<file path="src/rtl/cammc_pkg.sv">
// package: register map, field positions and carriers of the counter array mode control
package cammc_pkg;
  // register addresses in special function register space
  localparam logic [7:0] ADDR_MODE0    = 8'hDA;
  localparam logic [7:0] ADDR_MODE1    = 8'hDB;
  localparam logic [7:0] ADDR_MODE2    = 8'hDC;
  localparam logic [7:0] ADDR_MODE3    = 8'hDD;
  localparam logic [7:0] ADDR_MODE4    = 8'hDE;
  localparam logic [7:0] ADDR_MODE5    = 8'hCE;
  localparam logic [7:0] ADDR_CNT_LOW  = 8'hF9;
  localparam logic [7:0] ADDR_CNT_HIGH = 8'hFA;
  localparam logic [7:0] ADDR_CTRL     = 8'hD9;
  localparam logic [7:0] ADDR_CC_LOW0  = 8'hFB;
  localparam logic [7:0] ADDR_CC_LOW1  = 8'hE9;
  localparam logic [7:0] ADDR_CC_LOW2  = 8'hEB;
  localparam logic [7:0] ADDR_CC_LOW3  = 8'hED;
  localparam logic [7:0] ADDR_CC_LOW4  = 8'hFD;
  localparam logic [7:0] ADDR_CC_LOW5  = 8'hD2;
  localparam logic [7:0] ADDR_CC_HIGH0 = 8'hFC;
  localparam logic [7:0] ADDR_CC_HIGH1 = 8'hEA;
  localparam logic [7:0] ADDR_CC_HIGH2 = 8'hEC;
  localparam logic [7:0] ADDR_CC_HIGH3 = 8'hEE;
  localparam logic [7:0] ADDR_CC_HIGH4 = 8'hFE;
  localparam logic [7:0] ADDR_CC_HIGH5 = 8'hD3;
  localparam logic [7:0] ADDR_FLAGS    = 8'hD8;
  // watchdog enable position inside the control register
  localparam int         CTRL_WDOG_BIT = 6;
  // reset values and the watchdog module index
  localparam logic [7:0]  MODE_RESET  = 8'h00;
  localparam logic [15:0] COUNT_RESET = 16'h0000;
  localparam logic [7:0]  CTRL_RESET  = 8'h00;
  localparam int          WDOG_MODULE = 5;

  // one module mode register, bit 7 down to bit 0
  typedef struct packed {
    logic wide_pulse_mode_select;
    logic comparator_enable;
    logic rising_capture_enable;
    logic falling_capture_enable;
    logic match_enable;
    logic toggle_enable;
    logic pulse_width_enable;
    logic flag_interrupt_enable;
  } cammc_mode_type;

  // special function register access from the core
  typedef struct packed {
    logic       wr;
    logic       rd;
    logic [7:0] addr;
    logic [7:0] wdata;
  } cammc_sfr_type;
endpackage

</file>
<file path="src/rtl/cammc_top.sv">
// design: mode control, compare, capture and pin logic of a six-module counter array
`timescale 1ns/1ps
`default_nettype none

// Operation
// - wide bit picks 16-bit, else 8-11-bit cycle
// - comparator works only when its enable set
// - rising pin edge captures counter value
// - falling pin edge captures counter value
// - match sets module capture compare flag
// - toggle inverts module pin on match
// - toggle plus pulse width gives frequency output
// - pulse width enable drives modulated output
// - flag and enable raise module interrupt
// - watchdog locks module 5 mode register
// - low byte register accesses counter bits 7:0
// - watchdog blocks writes to counter low byte
// - low byte read snapshots high byte
// - compare low byte write clears comparator enable
// - compare high byte write sets comparator enable
module cammc_top #(
  parameter int NUM_MODULES = 6,
  parameter int CYCLE_BITS  = 8
) (
  input  wire logic                   i_core_clk,
  input  wire logic                   i_rstn,
  input  wire logic                   i_clk_en,
  input  wire cammc_pkg::cammc_sfr_type i_sfr,
  input  wire logic [NUM_MODULES-1:0] i_module_io_pin,
  output logic      [7:0]             o_rdata,
  output logic      [NUM_MODULES-1:0] o_module_io_pin,
  output logic      [NUM_MODULES-1:0] o_irq
);
  // elaboration checks: the decoders and the flag register layout serve six modules only
  if (NUM_MODULES != 6) begin : g_bad_modules
    $error("six modules are decoded");
  end
  if (CYCLE_BITS < 8 || CYCLE_BITS > 11) begin : g_bad_cycle
    $error("cycle length must be 8 to 11 bits");
  end

  // ********************************************************
  // decode helpers
  // ********************************************************
  // index of a mode register address, NUM_MODULES when none
  function automatic int mode_index(input logic [7:0] a);
    unique case (a)
      cammc_pkg::ADDR_MODE0: mode_index = 0;
      cammc_pkg::ADDR_MODE1: mode_index = 1;
      cammc_pkg::ADDR_MODE2: mode_index = 2;
      cammc_pkg::ADDR_MODE3: mode_index = 3;
      cammc_pkg::ADDR_MODE4: mode_index = 4;
      cammc_pkg::ADDR_MODE5: mode_index = 5;
      default:               mode_index = 6;
    endcase
  endfunction

  function automatic int cc_low_index(input logic [7:0] a);
    unique case (a)
      cammc_pkg::ADDR_CC_LOW0: cc_low_index = 0;
      cammc_pkg::ADDR_CC_LOW1: cc_low_index = 1;
      cammc_pkg::ADDR_CC_LOW2: cc_low_index = 2;
      cammc_pkg::ADDR_CC_LOW3: cc_low_index = 3;
      cammc_pkg::ADDR_CC_LOW4: cc_low_index = 4;
      cammc_pkg::ADDR_CC_LOW5: cc_low_index = 5;
      default:                 cc_low_index = 6;
    endcase
  endfunction

  function automatic int cc_high_index(input logic [7:0] a);
    unique case (a)
      cammc_pkg::ADDR_CC_HIGH0: cc_high_index = 0;
      cammc_pkg::ADDR_CC_HIGH1: cc_high_index = 1;
      cammc_pkg::ADDR_CC_HIGH2: cc_high_index = 2;
      cammc_pkg::ADDR_CC_HIGH3: cc_high_index = 3;
      cammc_pkg::ADDR_CC_HIGH4: cc_high_index = 4;
      cammc_pkg::ADDR_CC_HIGH5: cc_high_index = 5;
      default:                  cc_high_index = 6;
    endcase
  endfunction

  // ********************************************************
  // state
  // ********************************************************
  cammc_pkg::cammc_mode_type             mode_q [NUM_MODULES];
  logic [15:0]                           cc_q   [NUM_MODULES];
  logic [15:0]                           count_q;
  logic [7:0]                            snap_high_q;
  logic [7:0]                            ctrl_q;
  logic [NUM_MODULES-1:0]                flag_q;
  logic [NUM_MODULES-1:0]                pin_meta_q;
  logic [NUM_MODULES-1:0]                pin_sync_q;
  logic [NUM_MODULES-1:0]                pin_prev_q;
  logic                                  wdog_en;
  logic                                  wr_ok;

  assign wdog_en = ctrl_q[cammc_pkg::CTRL_WDOG_BIT];
  assign wr_ok   = i_clk_en & i_sfr.wr;

  // ********************************************************
  // pin synchroniser
  // ********************************************************
  // two stages; only the second stage feeds the edge detector
  always_ff @(posedge i_core_clk or negedge i_rstn) begin
    if (!i_rstn) begin
      pin_meta_q <= '0;
      pin_sync_q <= '0;
      pin_prev_q <= '0;
    end else if (i_clk_en) begin
      pin_meta_q <= i_module_io_pin;
      pin_sync_q <= pin_meta_q;
      pin_prev_q <= pin_sync_q;
    end
  end

  // ********************************************************
  // control register (watchdog enable only)
  // ********************************************************
  always_ff @(posedge i_core_clk or negedge i_rstn) begin
    if (!i_rstn) begin
      ctrl_q <= cammc_pkg::CTRL_RESET;
    end else if (wr_ok && i_sfr.addr == cammc_pkg::ADDR_CTRL) begin
      // other bits frozen while the watchdog runs, only the enable may be cleared
      if (wdog_en) begin
        ctrl_q[cammc_pkg::CTRL_WDOG_BIT] <= i_sfr.wdata[cammc_pkg::CTRL_WDOG_BIT];
      end else begin
        ctrl_q <= i_sfr.wdata;
      end
    end
  end

  // ********************************************************
  // shared counter, free running at the core clock
  // ********************************************************
  always_ff @(posedge i_core_clk or negedge i_rstn) begin
    if (!i_rstn) begin
      count_q <= cammc_pkg::COUNT_RESET;
    end else if (i_clk_en) begin
      if (i_sfr.wr && !wdog_en && i_sfr.addr == cammc_pkg::ADDR_CNT_LOW) begin
        count_q[7:0] <= i_sfr.wdata;
      end else if (i_sfr.wr && !wdog_en && i_sfr.addr == cammc_pkg::ADDR_CNT_HIGH) begin
        count_q[15:8] <= i_sfr.wdata;
      end else begin
        count_q <= count_q + 16'h0001;
      end
    end
  end

  // high byte copied on every low byte read so a two-byte read is coherent
  always_ff @(posedge i_core_clk or negedge i_rstn) begin
    if (!i_rstn) begin
      snap_high_q <= 8'h00;
    end else if (i_clk_en && i_sfr.rd && i_sfr.addr == cammc_pkg::ADDR_CNT_LOW) begin
      snap_high_q <= count_q[15:8];
    end
  end

  // ********************************************************
  // per-module mode, compare value, flag and pin
  // ********************************************************
  for (genvar m = 0; m < NUM_MODULES; m++) begin : g_mod
    logic        rise;
    logic        fall;
    logic        capture;
    logic        match;
    logic        cmp_on;
    logic [15:0] mask;
    logic        pwm_level;

    assign rise    = pin_sync_q[m] & ~pin_prev_q[m];
    assign fall    = ~pin_sync_q[m] & pin_prev_q[m];
    // both enables set capture on either edge
    assign capture = (mode_q[m].rising_capture_enable & rise)
                   | (mode_q[m].falling_capture_enable & fall);
    assign cmp_on  = mode_q[m].comparator_enable;
    // short cycle compares only the low CYCLE_BITS bits
    assign mask    = mode_q[m].wide_pulse_mode_select ? 16'hFFFF
                   : 16'((32'h1 << CYCLE_BITS) - 1);
    assign match   = cmp_on & ((count_q & mask) == (cc_q[m] & mask));
    assign pwm_level = (count_q & mask) >= (cc_q[m] & mask);

    // mode register; watchdog module locked while the watchdog runs
    always_ff @(posedge i_core_clk or negedge i_rstn) begin
      if (!i_rstn) begin
        mode_q[m] <= cammc_pkg::MODE_RESET;
      end else if (wr_ok && !(m == cammc_pkg::WDOG_MODULE && wdog_en)) begin
        if (mode_index(i_sfr.addr) == m) begin
          mode_q[m] <= i_sfr.wdata;
        end else if (cc_low_index(i_sfr.addr) == m) begin
          mode_q[m].comparator_enable <= 1'b0;
        end else if (cc_high_index(i_sfr.addr) == m) begin
          mode_q[m].comparator_enable <= 1'b1;
        end
      end
    end

    // compare value: software writes, capture loads counter
    always_ff @(posedge i_core_clk or negedge i_rstn) begin
      if (!i_rstn) begin
        cc_q[m] <= 16'h0000;
      end else if (i_clk_en) begin
        if (capture) begin
          cc_q[m] <= count_q;
        end else if (i_sfr.wr && cc_low_index(i_sfr.addr) == m) begin
          cc_q[m][7:0] <= i_sfr.wdata;
        end else if (i_sfr.wr && cc_high_index(i_sfr.addr) == m) begin
          cc_q[m][15:8] <= i_sfr.wdata;
        end
      end
    end

    // flag: hardware set wins over a software clear in the same cycle
    always_ff @(posedge i_core_clk or negedge i_rstn) begin
      if (!i_rstn) begin
        flag_q[m] <= 1'b0;
      end else if (i_clk_en) begin
        if (capture || (match && mode_q[m].match_enable)) begin
          flag_q[m] <= 1'b1;
        end else if (i_sfr.wr && i_sfr.addr == cammc_pkg::ADDR_FLAGS) begin
          flag_q[m] <= i_sfr.wdata[m];
        end
      end
    end

    // pin: toggle, frequency output or modulated level
    always_ff @(posedge i_core_clk or negedge i_rstn) begin
      if (!i_rstn) begin
        o_module_io_pin[m] <= 1'b0;
      end else if (i_clk_en) begin
        if (mode_q[m].toggle_enable && match) begin
          o_module_io_pin[m] <= ~o_module_io_pin[m];
        end else if (mode_q[m].pulse_width_enable && !mode_q[m].toggle_enable && cmp_on) begin
          o_module_io_pin[m] <= pwm_level;
        end
      end
    end

    // interrupt request gated by the module's enable
    always_ff @(posedge i_core_clk or negedge i_rstn) begin
      if (!i_rstn) begin
        o_irq[m] <= 1'b0;
      end else if (i_clk_en) begin
        o_irq[m] <= flag_q[m] & mode_q[m].flag_interrupt_enable;
      end
    end
  end

  // ********************************************************
  // read data, registered one cycle after the read strobe
  // ********************************************************
  always_ff @(posedge i_core_clk or negedge i_rstn) begin
    if (!i_rstn) begin
      o_rdata <= 8'h00;
    end else if (i_clk_en && i_sfr.rd) begin
      if (mode_index(i_sfr.addr) < NUM_MODULES) begin
        o_rdata <= mode_q[mode_index(i_sfr.addr)];
      end else if (cc_low_index(i_sfr.addr) < NUM_MODULES) begin
        o_rdata <= cc_q[cc_low_index(i_sfr.addr)][7:0];
      end else if (cc_high_index(i_sfr.addr) < NUM_MODULES) begin
        o_rdata <= cc_q[cc_high_index(i_sfr.addr)][15:8];
      end else if (i_sfr.addr == cammc_pkg::ADDR_CNT_LOW) begin
        o_rdata <= count_q[7:0];
      end else if (i_sfr.addr == cammc_pkg::ADDR_CNT_HIGH) begin
        o_rdata <= snap_high_q;
      end else if (i_sfr.addr == cammc_pkg::ADDR_CTRL) begin
        o_rdata <= ctrl_q;
      end else if (i_sfr.addr == cammc_pkg::ADDR_FLAGS) begin
        o_rdata <= {2'b00, flag_q};
      end else begin
        o_rdata <= 8'h00;
      end
    end
  end
endmodule

`default_nettype wire

</file>
<file path="config.mk">
export PLATFORM = sky130hd
export DESIGN_NAME = cammc_top
export DESIGN_NICKNAME = d
export VERILOG_FILES = /design/src/rtl/cammc_pkg.sv /design/src/rtl/cammc_top.sv
export SDC_FILE = /design/constraint.sdc
export NUM_CORES = 1
export LEC_CHECK = 0
export BUFFER_PORTS_ARGS = -buffer_cell sky130_fd_sc_hd__buf_2
export CORE_UTILIZATION = 50
export DETAILED_ROUTE_END_ITERATION = 10
export PLACE_DENSITY = 0.69
export SLEW_MARGIN = 20
export SYNTH_ARGS = -nofsm -noshare
export SYNTH_HDL_FRONTEND = slang
export SYNTH_SLANG_ARGS = --single-unit
</file>
<file path="constraint.sdc">
create_clock -name i_core_clk -period 2.4 [get_ports i_core_clk]
set_input_delay 0.24 -clock i_core_clk [delete_from_list [all_inputs] [get_ports i_core_clk]]
set_output_delay 0.24 -clock i_core_clk [all_outputs]
set_load 0.005 [all_outputs]
</file>
==> results.txt <==
In the synthesized netlist the dominant register cell turns out to be sky130_fd_sc_hd__dfrtp_1. The logs give 0.293 for the worst slew margin relative to its limit and 2105 for the number of placed instances with taps included. Pin placement for this block handled 47 I/O pins. The highest clock frequency the design can meet was 428 MHz. The longest clock path from root to sink contains 3 buffers. The min-delay analysis places its worst path in the category in2reg. IR analysis of the VDD net gives a maximum drop of 603 uV.

Remaining design rule violation count: 0. The logs give 12.7 mW for the total power draw and 0.0161 mm2 for the area after detailed placement. In this run the worst path has a maximum fanout of 8. Path type of the worst setup path: reg2reg.

Between clock sinks in the finished design, the worst skew comes to 23.2 ps. The share of synthesized flip-flops with an asynchronous set or reset came out at 1.00. Core occupancy in the finished layout: 0.599. In this run the power density over the cells is 737 mW/mm2. After the first detailed-routing iteration, the DRC count stood at 1634.

Average detailed-routed wire length per instance: 25.0 um. The clock period could shrink to 2330 ps. For the final routed database, the setup TNS stands at 0 ps.

The run gives 0 as the final count of hold timing violations. The buffers plus inverters on the worst setup path was 1. The via count was 13776; the worst hold slack across all endpoints was 160 ps. Clock-pin slew was measured on the worst setup and hold paths at 60 ps. Number of enable-type register cells in the synthesized netlist: 0.

The tools report the number of H-tree branching levels as 1. For the worst setup path, the data arrival time is 2800 ps. Cell type group with the largest total delay on the critical path: simple AND/OR/NAND/NOR gates. The final-stage net count is 1887. Kind of end point of the critical path: a register. At the pin with the least slew margin, the transition time is 1050 ps. The cell sitting at the root of the clock tree is a sky130_fd_sc_hd__clkbuf_16.

Compared with the post-synthesis result, the final layout area differs by 17.9%. STA classifies the critical path startpoint as a register. The logs give 64 for the pin count of the biggest net entering global routing and 1.02 for the final weighted congestion in routability-driven placement. The final count of negative-setup-slack endpoints is 0. Detailed placement finished with a half-perimeter wire length of 39500 um.

The tools report the standby leakage power as 7.57 nW. The routed via count divided by cell count works out to 6.36. The flow ran to the end, and the final reports show no timing, DRC or antenna violations. The worst hold path was traced through 3 stages. The sequential-to-total area share from yosys stat was 0.377; the share of final-layout standard cells stronger than drive strength 1 was 0.206. CTS saw 220 sinks.

The region available for standard cell placement spans 0.0287 mm2. After detailed routing, the total wire length is 54200 um. For the total iterations of the first detailed-routing run, the log shows 6.

The portion of the clock cycle consumed by the worst path in the final layout is 0.973. The later pin in the worst-skew pair is clocked with a latency of 550 ps. A synthesized cell averages 8.91 um2.

During synthesis, Yosys emitted a total of 0 warnings. The number of global-route vias before repair came out at 12990. Across the run, the number of max-cap violations was 0. Measured in cells, the most critical reg-to-reg path has a length of 9. The logs give 0.0299 mm2 for the die footprint and 0.357 for the global router's overall resource usage. Number of gates on the worst path with buffers counted: 9. Port buffering added 46 buffers. Leaving out filler cells and counting taps, the final layout contains 2167. Setup repair after global routing could not meet its margin everywhere. The number of nets handed over by synthesis was 1763. The register bit total from synthesis came out at 220.

The signal on the critical path passes through buf_4 > and2_1 > ha_1 > nand4_1 > nor2_2 > nand3_1 > o211ai_1 > a21oi_1 > nor2_1. TritonCTS built the clock tree. The tools report the initial antenna violation count as 2. In the synthesized netlist, the number of instances is 1639.

The maximum cell stage delay along the critical path was 510 ps. The tools report the number of max-slew violations in the final report as 0. The starting density of the core is 0.509. Measured along the y axis, the die boundary spans 173 um. Worst-path cell with the longest stage delay: sky130_fd_sc_hd__dfrtp_1. Once layout is done, the placed cells without fillers occupy 0.0172 mm2. Synthesis instantiated 77 different standard cells from the library. The first global-routing pass estimated 80400 um of wire.

Timing analysis after detailed placement gives a worst setup slack of -191 ps. The horizontal die dimension works out to 173 um. The logs give 26 for the TritonCTS buffer count and 0 for the final global-route overflow total. The data required time of the worst path was 2870 ps. The least setup slack across all paths after layout came out at 65.9 ps. The final antenna-violating net count was 0.

The total number of placement rows came out at 62. The synthesized netlist occupies a cell area of 0.0146 mm2.
==> state kept, by name, summed over array words and instances, names as in the netlist <==
name / cells
count_q: 16
o_irq: 6
flag_q: 6
o_module_io_pin: 6
pin_sync_q: 6
pin_prev_q: 6
o_rdata: 8
pin_meta_q: 6
g_mod.cmp_on: 6
cc_q: 96
snap_high_q: 8
mode_q: 42
ctrl_q: 8
==> worst reg2reg max path: stages (launching register included) <==
cell and delay [ps]:
sky130_fd_sc_hd__dfrtp_1 510, sky130_fd_sc_hd__buf_4 250, sky130_fd_sc_hd__and2_1 150, sky130_fd_sc_hd__ha_1 280, sky130_fd_sc_hd__nand4_1 140, sky130_fd_sc_hd__nor2_2 200
sky130_fd_sc_hd__nand3_1 270, sky130_fd_sc_hd__o211ai_1 250, sky130_fd_sc_hd__a21oi_1 90, sky130_fd_sc_hd__nor2_1 110
==> synthesized netlist by cell type (8+ instances only) <==
master	instances	share of area
sky130_fd_sc_hd__a21o_1	11	0.0057
sky130_fd_sc_hd__a21boi_0	21	0.011
sky130_fd_sc_hd__a22oi_1	23	0.012
sky130_fd_sc_hd__and3_1	10	0.0043
sky130_fd_sc_hd__a211oi_1	9	0.0046
sky130_fd_sc_hd__a221o_1	10	0.0069
sky130_fd_sc_hd__o211ai_1	17	0.0087
sky130_fd_sc_hd__o21ai_0	117	0.040
sky130_fd_sc_hd__nand2b_1	11	0.0047
sky130_fd_sc_hd__o22ai_1	9	0.0039
sky130_fd_sc_hd__nand3b_1	8	0.0041
sky130_fd_sc_hd__a21oi_1	118	0.040
sky130_fd_sc_hd__nand2_1	196	0.050
sky130_fd_sc_hd__ha_1	97	0.083
sky130_fd_sc_hd__a31oi_1	24	0.010
sky130_fd_sc_hd__mux2_2	74	0.057
sky130_fd_sc_hd__nand4_1	29	0.012
sky130_fd_sc_hd__and2_1	54	0.023
sky130_fd_sc_hd__nor3_1	12	0.0041
sky130_fd_sc_hd__a222oi_1	11	0.0075
sky130_fd_sc_hd__dfrtp_1	220	0.38
sky130_fd_sc_hd__mux2i_1	68	0.047
sky130_fd_sc_hd__nand3_1	53	0.018
sky130_fd_sc_hd__clkbuf_1	70	0.018
sky130_fd_sc_hd__inv_1	60	0.015
sky130_fd_sc_hd__buf_2	31	0.011
sky130_fd_sc_hd__nor2_1	120	0.031
sky130_fd_sc_hd__nor2b_1	21	0.0090
==> worst paths after layout <==
kind	startpoint	end	slack, ps
setup / recovery	count_q[8]	flag_q[4]	70
hold / removal	i_sfr[6]	g_mod[0].cmp_on	160
setup reg to reg	count_q[8]	flag_q[4]	70
hold reg to reg	pin_meta_q[5]	pin_sync_q[5]	510
max in group asynchronous	i_rstn	mode_q[7]	1300
min in group asynchronous	i_rstn	cc_q[51]	250
==> power breakdown <==
group	switching [mW]	total, mW	internal [mW]
sequential	0.637	4.85	4.22
clock	1.70	4.26	2.55
combinational	2.15	3.58	1.43
==> logic make-up after synthesis <==
| logic type | count (synthesis) | synth area share |
|---|---|---|
| buffers and inverters | 175 | 0.0495 |
| AND/OR/NAND/NOR | 563 | 0.190 |
| AO/OA/AOI/OAI | 440 | 0.195 |
| adder cells (fa/ha/maj) | 97 | 0.0831 |
| multiplexers | 143 | 0.105 |
| flip-flops | 220 | 0.377 |
| XOR/XNOR | 1 | 0.000600 |
==> final cells by class <==
type	count	area, um2
inverters	62	233
diodes	2	5.00
flip-flops and latches	220	5520
clock buffers	34	762
well taps	384	480
fillers	2586	11500
repair buffers	209	1620
clock inverters	12	154
multi-input cells	1244	8430
==> what timing repair did <==
| item | in CTS | in global routing |
|---|---|---|
| resized for setup | 3 | 23 |
| hold endpoints to repair | 65 | 0 |
| hold buffers | 7 | 0 |
| setup buffers | 0 | 6 |
| pin swaps | 0 | 5 |
| setup endpoints to repair | 3 | 10 |
==> routing by layer <==
layer,vias to the layer above,global-route usage,part of all wire
met4,0,0.137,0.040
met5,-,0,0
met2,770,0.551,0.44
met3,152,0.0759,0.11
li1,6210,-,-
met1,6644,0.492,0.41
==> cells in the final DEF, fill, tap and decap left out, types with 17 or more instances in the layout <==
| cell type | instances |
|---|---|
| sky130_fd_sc_hd__nor2b_1 | 21 |
| sky130_fd_sc_hd__mux2_2 | 74 |
| sky130_fd_sc_hd__a21oi_1 | 118 |
| sky130_fd_sc_hd__nand2_1 | 196 |
| sky130_fd_sc_hd__and2_1 | 54 |
| sky130_fd_sc_hd__inv_1 | 60 |
| sky130_fd_sc_hd__nor2_1 | 117 |
| sky130_fd_sc_hd__clkbuf_16 | 27 |
| sky130_fd_sc_hd__nand4_1 | 29 |
| sky130_fd_sc_hd__o211ai_1 | 17 |
| sky130_fd_sc_hd__a31oi_1 | 23 |
| sky130_fd_sc_hd__buf_2 | 45 |
| sky130_fd_sc_hd__a21boi_0 | 19 |
| sky130_fd_sc_hd__mux2i_1 | 68 |
| sky130_fd_sc_hd__a22oi_1 | 23 |
| sky130_fd_sc_hd__dfrtp_1 | 210 |
| sky130_fd_sc_hd__buf_4 | 142 |
| sky130_fd_sc_hd__o21ai_0 | 111 |
| sky130_fd_sc_hd__nand3_1 | 53 |
| sky130_fd_sc_hd__ha_1 | 97 |
Power figures use the tool's default switching activity.
